### config.mk
export PLATFORM = sky130hd
export DESIGN_NAME = acc_ctrl
export DESIGN_NICKNAME = d
export VERILOG_FILES = /design/src/logic/acc_pkg.sv /design/src/logic/acc_sync_edge.sv /design/src/logic/acc_ctrl.sv
export SDC_FILE = /design/constraint.sdc
export NUM_CORES = 1
export LEC_CHECK = 0
export BUFFER_PORTS_ARGS = -buffer_cell sky130_fd_sc_hd__buf_2
export CAP_MARGIN = 10
export CORE_ASPECT_RATIO = 0.7
export CORE_MARGIN = 3
export CORE_UTILIZATION = 43
export CTS_BUF_LIST = sky130_fd_sc_hd__clkbuf_16
export CTS_CLUSTER_DIAMETER = 80
export DETAILED_ROUTE_END_ITERATION = 10
export GPL_TIMING_DRIVEN = 0
export PLACE_DENSITY = 0.73
export SYNTH_ARGS = -nofsm -noshare
export SYNTH_HDL_FRONTEND = slang
export SYNTH_HIERARCHICAL = 1
export SYNTH_SLANG_ARGS = --single-unit
### constraint.sdc
create_clock -name mclk -period 1.33 [get_ports mclk]
set_input_delay 0.0665 -clock mclk [delete_from_list [all_inputs] [get_ports mclk]]
set_output_delay 0.0665 -clock mclk [all_outputs]
set_load 0.01 [all_outputs]
### src/logic/acc_pkg.sv
// What this block does
// Comparator active only while enable is one
// Reference select picks bandgap or positive pin
// Negative pin always feeds the inverting input
// Result high when non-inverting input is higher
// Edge field: 00/10 fall, 01 rise, 11 both
// Matching edge sets sticky event flag
// Writing one to flag clears it
// Interrupt equals enable AND flag
// Writing zero clears interrupt enable
// Output bit live, zero when disabled
// Wait mode: operation and interrupt continue
// Stop mode: low power, no events
// Deep stop recovery returns reset state
// Shallow stop recovery keeps all contents
// Debug halt: operation continues normally
// Bandgap selected releases positive pin
// Output synchronised, edges from successive samples
package acc_pkg;

    localparam logic [7:0] ACC_SC_OFFSET = 8'h00;
    localparam logic [7:0] ACC_SC_RESET  = 8'h00;

    localparam int ACC_BIT_EN   = 7;
    localparam int ACC_BIT_BGS  = 6;
    localparam int ACC_BIT_FLAG = 5;
    localparam int ACC_BIT_IE   = 4;
    localparam int ACC_BIT_OUT  = 3;
    localparam int ACC_MODE_LSB = 0;

    localparam logic [1:0] ACC_MODE_FALL  = 2'h0;
    localparam logic [1:0] ACC_MODE_RISE  = 2'h1;
    localparam logic [1:0] ACC_MODE_FALL2 = 2'h2;
    localparam logic [1:0] ACC_MODE_BOTH  = 2'h3;

    localparam logic [1:0] ACC_STOP1 = 2'h1;
    localparam logic [1:0] ACC_STOP2 = 2'h2;
    localparam logic [1:0] ACC_STOP3 = 2'h3;

    typedef struct packed {
        logic [7:0] addr;
        logic [7:0] wdata;
        logic       wr;
        logic       rd;
    } acc_req_t;

    typedef struct packed {
        logic       en;
        logic       bgs;
        logic       flag;
        logic       ie;
        logic [1:0] mode;
    } acc_ctrl_t;

    typedef struct packed {
        acc_ctrl_t  ctrl;
        logic       irq;
        logic       cmp_on;
        logic       ref_sel;
        logic       pin_rel;
        logic [7:0] rdata;
        logic       stop_d;
        logic [1:0] stop_lvl;
    } acc_state_t;

    typedef struct packed {
        logic s1;
        logic s2;
        logic s3;
        logic level;
        logic primed;
    } acc_sync_t;

    localparam acc_ctrl_t  ACC_CTRL_RST  = acc_ctrl_t'(ACC_SC_RESET[5:0]);
    localparam acc_state_t ACC_STATE_RST = '{ctrl: ACC_CTRL_RST, rdata: 8'h00,
                                            stop_lvl: 2'h0, default: 1'b0};

    function automatic logic acc_edge_hit(logic [1:0] mode, logic rise, logic fall);
        logic r;
        unique case (mode)
            ACC_MODE_RISE: r = rise;
            ACC_MODE_BOTH: r = rise | fall;
            default:       r = fall;
        endcase
        return r;
    endfunction : acc_edge_hit

    function automatic logic [7:0] acc_pack(acc_ctrl_t c, logic o);
        logic [7:0] v;
        v                       = 8'h00;
        v[ACC_BIT_EN]           = c.en;
        v[ACC_BIT_BGS]          = c.bgs;
        v[ACC_BIT_FLAG]         = c.flag;
        v[ACC_BIT_IE]           = c.ie;
        v[ACC_BIT_OUT]          = o;
        v[ACC_MODE_LSB +: 2]    = c.mode;
        return v;
    endfunction : acc_pack

endpackage : acc_pkg

### src/logic/acc_sync_edge.sv
`timescale 1ns/10ps
module acc_sync_edge import acc_pkg::*; (
    // Clock and reset
    input  wire logic mclk,
    input  wire logic rst_n,
    // Control
    input  wire logic clear,
    // Asynchronous comparator result
    input  wire logic raw,
    // Filtered level and edges
    output logic      level,
    output logic      rise,
    output logic      fall
);

    acc_sync_t st_reg;
    acc_sync_t st_next;
    logic      agree;

    assign agree = (st_reg.s2 == st_reg.s3);

    // First agreement after a clear only primes, so no false edge
    assign rise  = st_reg.primed & agree & st_reg.s3 & ~st_reg.level & ~clear;
    assign fall  = st_reg.primed & agree & ~st_reg.s3 & st_reg.level & ~clear;
    assign level = st_reg.level;

    always_comb begin
        st_next    = st_reg;
        st_next.s1 = raw;
        st_next.s2 = st_reg.s1;
        st_next.s3 = st_reg.s2;
        if (agree) begin
            st_next.level  = st_reg.s3;
            st_next.primed = 1'b1;
        end
        if (clear) begin
            // Disagreeing fill so no prime for two cycles; the third check pairs the first new sample with the low s1 fill
            st_next.s1     = 1'b0;
            st_next.s2     = 1'b1;
            st_next.s3     = 1'b0;
            st_next.level  = 1'b0;
            st_next.primed = 1'b0;
        end
    end

    always_ff @(posedge mclk or negedge rst_n) begin
        if (!rst_n) begin
            st_reg <= '0;
        end else begin
            st_reg <= st_next;
        end
    end
endmodule : acc_sync_edge

### src/logic/acc_ctrl.sv
`timescale 1ns/10ps
module acc_ctrl import acc_pkg::*; (
    // Clock and reset
    input  wire logic       mclk,
    input  wire logic       rst_n,
    // Register port
    input  wire acc_req_t   bus_req,
    output logic [7:0]      rdata,
    // Analog comparator core
    input  wire logic       cmp_raw,
    output logic            cmp_enable,
    output logic            ref_select,
    output logic            pos_pin_release,
    // Low-power control
    input  wire logic       stop_mode,
    input  wire logic [1:0] stop_level,
    // Interrupt request
    output logic            irq
);

    acc_state_t st_reg;
    acc_state_t st_next;
    logic       wr_sc;
    logic       rd_sc;
    logic       hit;
    logic       sync_clear;
    logic       cmp_level;
    logic       cmp_rise;
    logic       cmp_fall;
    logic       out_bit;

    assign wr_sc = bus_req.wr & (bus_req.addr == ACC_SC_OFFSET);
    assign rd_sc = bus_req.rd & (bus_req.addr == ACC_SC_OFFSET);

    // Detector idle exactly while the core is powered down, so stale results never count
    assign sync_clear = ~st_reg.cmp_on;

    // Core result is taken as-is: high means non-inverting above inverting
    acc_sync_edge u_sync (
        .mclk  (mclk),
        .rst_n (rst_n),
        .clear (sync_clear),
        .raw   (cmp_raw),
        .level (cmp_level),
        .rise  (cmp_rise),
        .fall  (cmp_fall)
    );

    // Wait and debug halt do not gate detection or the request
    assign hit = st_reg.ctrl.en & ~stop_mode
               & acc_edge_hit(st_reg.ctrl.mode, cmp_rise, cmp_fall);

    assign out_bit = st_reg.ctrl.en & cmp_level;

    always_comb begin
        st_next        = st_reg;
        st_next.stop_d = stop_mode;
        st_next.rdata  = 8'h00;
        if (stop_mode) begin
            st_next.stop_lvl = stop_level;
        end else if (st_reg.stop_d && st_reg.stop_lvl != ACC_STOP3) begin
            st_next = ACC_STATE_RST;
        end else begin
            // Shallow stop exit falls through with contents kept
            if (wr_sc) begin
                st_next.ctrl.en   = bus_req.wdata[ACC_BIT_EN];
                st_next.ctrl.bgs  = bus_req.wdata[ACC_BIT_BGS];
                st_next.ctrl.ie   = bus_req.wdata[ACC_BIT_IE];
                st_next.ctrl.mode = bus_req.wdata[ACC_MODE_LSB +: 2];
                if (bus_req.wdata[ACC_BIT_FLAG]) begin
                    st_next.ctrl.flag = 1'b0;
                end
            end
            if (hit) begin
                st_next.ctrl.flag = 1'b1;
            end
            if (rd_sc) begin
                st_next.rdata = acc_pack(st_reg.ctrl, out_bit);
            end
        end
        st_next.cmp_on  = st_next.ctrl.en & ~stop_mode;
        st_next.ref_sel = st_next.ctrl.bgs;
        st_next.pin_rel = st_next.ctrl.bgs;
        st_next.irq     = st_next.ctrl.ie & st_next.ctrl.flag;
    end

    always_ff @(posedge mclk or negedge rst_n) begin
        if (!rst_n) begin
            st_reg <= ACC_STATE_RST;
        end else begin
            st_reg <= st_next;
        end
    end

    assign rdata           = st_reg.rdata;
    assign cmp_enable      = st_reg.cmp_on;
    assign ref_select      = st_reg.ref_sel;
    assign pos_pin_release = st_reg.pin_rel;
    assign irq             = st_reg.irq;
endmodule : acc_ctrl

==> results of run 1 <==
[routing by layer]
layer	up-vias	routed length, microns	GRT usage (%)
met5	-	0	0
met4	0	42	7.98
met3	4	126	5.26
met2	24	1110	28.9
met1	380	944	18.7
li1	388	-	-
[worst paths after layout]
path,from,to,slack (ns),depth (start not counted)
worst max-delay path,u_sync/st_reg[2]$_DFF_PN0_,st_reg[18]$_DFF_PN0_,-0.09,5
worst min register to register,u_sync/st_reg[4]$_DFF_PN0_,u_sync/st_reg[3]$_DFF_PN0_,0.44,1
worst max register to register,u_sync/st_reg[2]$_DFF_PN0_,st_reg[18]$_DFF_PN0_,-0.09,5
min in group asynchronous,rst_n,rdata[7]$_DFF_PN0_,0.31,2
max in group asynchronous,rst_n,st_reg[15]$_DFFE_PN0P_,0.68,2
worst min-delay path,stop_mode,st_reg[2]$_DFF_PN0_,0.01,1
[kinds of logic after synthesis]
group / share of synthesized area (%)
AOI/OAI and AO/OA: 12.2
xor gates and xnor gates: 0.851
buffers and inverters: 8.02
DFF: 55.9
muxes: 1.94
other: 0.364
and+or+nand+nor: 20.8
[what timing repair did]
| action | CTS | global route |
|---|---|---|
| endpoints found under the setup margin | 13 | 8 |
| endpoints found under the hold margin | 23 | 0 |
| hold buffers | 1 | 0 |
| setup buffers | 8 | 0 |
| pin swaps | 3 | 7 |
| resized for setup | 4 | 7 |
[power breakdown]
part | leakage [nW] | switching [mW] | internal [mW]
sequential | 0.310 | 0.0166 | 0.716
clock | 0.0423 | 0.227 | 0.401
combinational | 0.384 | 0.0644 | 0.0613
[layout by cell type (no fill, tap or decap), drive strengths merged, types with 4 or more instances in the layout]
master  instances
dfrtp          23
buf            50
a22o            4
and3            6
o21ai           4
inv             4
nand2           8
[area by class of cell]
type	instances	area, sq um	share of cell area [%]
timing repair buffer	41	244	16.9
multi-input combinational	52	422	29.2
tap	32	40.0	2.78
inverter	3	11.3	0.781
sequential	23	576	39.9
buffer	10	71.3	4.94
clock inverter	1	3.75	0.260
clock buffer	3	75.1	5.20
[per-stage QoR]
step	cell area (sq um)	worst slack [ns]	cells
after floorplan	1040	-0.0582	88
after global placement	1240	-0.251	152
after detailed placement	1240	-0.309	152
after CTS	1410	-0.127	165
after global routing	1440	-0.200	165
final	1440	-0.0897	165
==> results.ini, run 1 <==
[run_status]
status=finished with violations
violations=negative setup slack

[sta]
fin_skew_ns=0.00340
hold_viol=0
holdWs_ns=0.0124
rsz0062_at_grt=true
fmax_mhz=704
final_max_slew_viol_count=0
fin_tns_setup_ns=-0.174
period_needed_ns=1.42
final.period_utilization_pct=107
worst_slack_ns=-0.0897
setup-violations-final=2

[final_layout]
postLayoutCoreUtil_pct=65.4
syn_to_final_growth_pct=40.1
drive_above_1_share_pct=54.1
diodes=0
largest_reg_flops=8
n_fill_cell=175
nets=158

[die]
die_area_sq_um=3030
die_h_microns=46.9
num_rows=14
core-area_sq_um=2210
ios=36
die_w_microns=64.5
start_util_pct=46.7

[synthesis]
synth_edf_count=0
synthesis.nets=112
ys_top_cells_by_area=dfrtp_1 (56%), buf_4 (6.6%), and3_2 (3.6%)
ys_ff_latch=23
synth.most_common_cell=dfrtp_1
ys_types=32
synth.top_cells.by_count=dfrtp_1 (23), buf_4 (9), nand2_1 (8), and3_2 (5)
yosysTopAreaCellShare_pct=55.9
async_flop_share_pct=100
ys_warn_count=6
synth_top_cell_by_area=dfrtp_1
syn_area_sq_um=1030
synth_ff_type=dfrtp_1
syn-mean-instance-area_sq_um=11.7
synth-seq-area-share_pct=55.9
synth_cells=88

[clock_network]
cts_buffers=3
clkLatencyLatePin_ns=0.26
cts_buffer_depth=2
cts_sinks=23
cts_tree=yes
cts-htree-levels=1
clk_pin_slew_ns=0.06
root_buffer=clkbuf_16

[detailed_routing]
route.detailed.drc=0
wl_per_cell_microns=13.5
ant_nets=0
drtIter0Drc=13
routed_wl_microns=2220
num_vias=796
drt-pass1-iter-count=4
routed_via_density=4.82

[critical_path]
worst_ep_arrival_time_ns=1.62
slowest_delay_ns=0.39
cp.buffers_inverters=0
critPathLaunchType=flip-flop
cpLargestDelayFamily=simple AND/OR/NAND/NOR gates
crit_chain=or3b_1 > nor3_2 > a22oi_2 > o31ai_2 > or2_4
cp_max_fo=2
required_ns=1.53
worstSetupPathType=reg -> reg
slowest_stage=or3b_1
cp-end-kind=flip-flop

[pwr]
power_mw=1.49
p_per_area_nw_per_um2=1030
power.leakage_nw=0.736
ir_drop_v=0.00120

[global_route]
grt_usage_pct=16.3
grt_max_degree=24
grt_pass1_wl_microns=3580
grt_pass1_vias=796
grt_overflow=0
antenna_found_initial=0

[min_path]
hold_path_class=in -> reg

[placed_design]
routabilityCongestion=0.739
port_buffers=32
dp_hpwl_microns=1600

[flow_run]
maxCapViolCount=0

(Power assumes the default switching activity.)
==> inputs of run 2 (changes only) <==
CELL_PAD_IN_SITES_DETAIL_PLACEMENT = 1   (was unset)
CELL_PAD_IN_SITES_GLOBAL_PLACEMENT = 1   (was unset)
CORE_UTILIZATION = 33   (was 43)
PLACE_DENSITY = unset   (was 0.73)
PLACE_DENSITY_LB_ADDON = 0.1   (was unset)
==> run 2 against run 1 <==
Net effect:
- the flow still finishes with violations (negative setup slack)
- final cell count rose by 1.8%
- sequential power barely moved
- cell area fell by 0.17%
- sequential cell count did not move
- worst setup slack got worse by 0.034 ns
- register-to-register slack got worse by 0.03 ns
- sequential share of layout area rose by 0.069 points
- largest cell class unchanged
==> results.ini, run 2 (synthesis results as in run 1) <==
[run_status]
status=finished with violations
violations=negative setup slack

[final_layout]
diodes=0
syn_to_final_growth_pct=39.9
drive_above_1_share_pct=54.5
n_fill_cell=319
seq_area_sq_um=576
largest_reg_flops=8
final_cell_mix=buf_2 (31), dfrtp_1 (23), buf_4 (15), nand2_1 (8), and3_2 (5)
layout_commonest_cell=buf_2
nets=157
multi_input_area_sq_um=425

[die]
die_area_sq_um=3840
num_rows=16
ios=36
start_util_pct=35.7
core-area_sq_um=2880
die_h_microns=52.7
die_w_microns=72.8

[clock_network]
cts_buffer_depth=2
clk_pin_slew_ns=0.06
cts_sinks=23
root_buffer=clkbuf_16
cts-htree-levels=1
clkLatencyLatePin_ns=0.25
cts_tree=yes
cts_buffers=3

[sta]
holdWs_ns=0.0151
worst_slack_ns=-0.123
slew_headroom_pct=66.4
fin_skew_ns=0.00222
tightest_slew_ns=0.504
final.period_utilization_pct=109
setup-violations-final=2
rsz0062_at_grt=true
hold_viol=0
final_max_slew_viol_count=0
period_needed_ns=1.45
fmax_mhz=688

[critical_path]
timing.rr.start=u_sync/st_reg[2]$_DFF_PN0_
crit_start=u_sync/st_reg[2]$_DFF_PN0_
critPathLaunchType=flip-flop
crit_chain=or3b_1 > nor3_2 > a22oi_2 > o31ai_2 > or2_4
cp-end-kind=flip-flop
r2r_slack_ns=-0.12
required_ns=1.53
slowest_delay_ns=0.39
worst_ep_arrival_time_ns=1.65
cp_max_fo=2
worstSetupPathType=reg -> reg
slowest_stage=or3b_1

[detailed_routing]
drt-pass1-iter-count=4
routed_via_density=4.69
ant_nets=0
routed_wl_microns=2450
wl_per_cell_microns=14.6
num_vias=788
drtIter0Drc=21
route.detailed.drc=0

[global_route]
grt_pass1_vias=839
grt_usage_pct=14.4
grt_overflow=0
antenna_found_initial=0
grt_max_degree=24
grt_pass1_wl_microns=4010

[pwr]
power_mw=1.50
ir_drop_v=0.000560
power.leakage_nw=0.730
p_per_area_nw_per_um2=1040

[placed_design]
port_buffers=32
dp_hpwl_microns=1790
routabilityCongestion=0.715

[flow_run]
maxCapViolCount=0

[min_path]
hold_path_class=in -> reg
worstHoldStart=stop_level[0]

-- run 2: changes by cell type in the layout (fill, tap and decap cells not counted) --
| cell | before | now |
|---|---|---|
| dlygate4sd3_1 | 1 | 2 |
| and3_1 | 1 | 0 |
| and2_1 | 1 | 0 |
| inv_1 | 4 | 3 |
| o21bai_1 | 0 | 1 |
| o21bai_2 | 1 | 0 |
| buf_6 | 3 | 1 |
| clkinv_2 | 0 | 1 |
| and2_4 | 0 | 1 |
| and3_4 | 0 | 1 |
-- run 2: repair_timing --
| action | 4_1_cts | 5_1_grt |
|---|---|---|
| endpoints found under the setup margin | 13 | 3 |
| hold buffers | 2 | 0 |
| setup buffers | 4 | 2 |
| cloned | 0 | 0 |
| pin swaps | 3 | 5 |
| endpoints found under the hold margin | 24 | 0 |
| gates resized for setup | 6 | 4 |
-- run 2: worst paths after layout --
check / end / cells past startpoint
min: st_reg[0]$_DFFE_PN0P_ / 3
min in group asynchronous: rdata[3]$_DFF_PN0_ / 2
max reg2reg: st_reg[18]$_DFF_PN0_ / 5
max: st_reg[18]$_DFF_PN0_ / 5
min reg2reg: u_sync/st_reg[3]$_DFF_PN0_ / 1
max in group asynchronous: rdata[1]$_DFF_PN0_ / 2
-- run 2: layer usage --
metal / part of all wire [%] / global-route usage (%) / vias to the layer above
met5: 0 / 0 / -
met4: 0.45 / 3.68 / 0
met3: 5.5 / 4.02 / 2
met2: 51 / 24.9 / 21
met1: 43 / 17.8 / 378
li1: - / - / 387
-- run 2: through the flow --
step	std cells	setup TNS, ns	instance area [sq um]	setup WS, ns	utilization, %
after floorplan	88	-0.302	1040	-0.0582	-
after global placement	156	-2.72	1240	-0.262	43.1
after detailed placement	156	-3.04	1240	-0.299	43.1
after CTS	166	-0.331	1410	-0.172	48.7
after global routing	168	-0.432	1440	-0.212	50.0
final	168	-0.227	1440	-0.123	50.0
-- run 2: final cells by class --
class	instances	share of cell area [%]
buffer	10	4.95
sequential	23	40.0
clock buffer	3	5.21
timing repair buffer	40	16.1
clock inverter	1	0.348
tap	36	3.13
multi-input combinational	52	29.5
inverter	3	0.782
-- run 2: power by group --
| part | switching, mW | internal, mW | total, mW |
|---|---|---|---|
| clock network | 0.241 | 0.404 | 0.645 |
| logic | 0.0645 | 0.0621 | 0.127 |
| registers | 0.0168 | 0.715 | 0.732 |
-- run 2: critical path: cells and delay by family (launching register included) --
family             cells  cell delay (ns)
DFF                    1             0.38
AOI/OAI and AO/OA      2             0.33
and+or+nand+nor        3             0.70
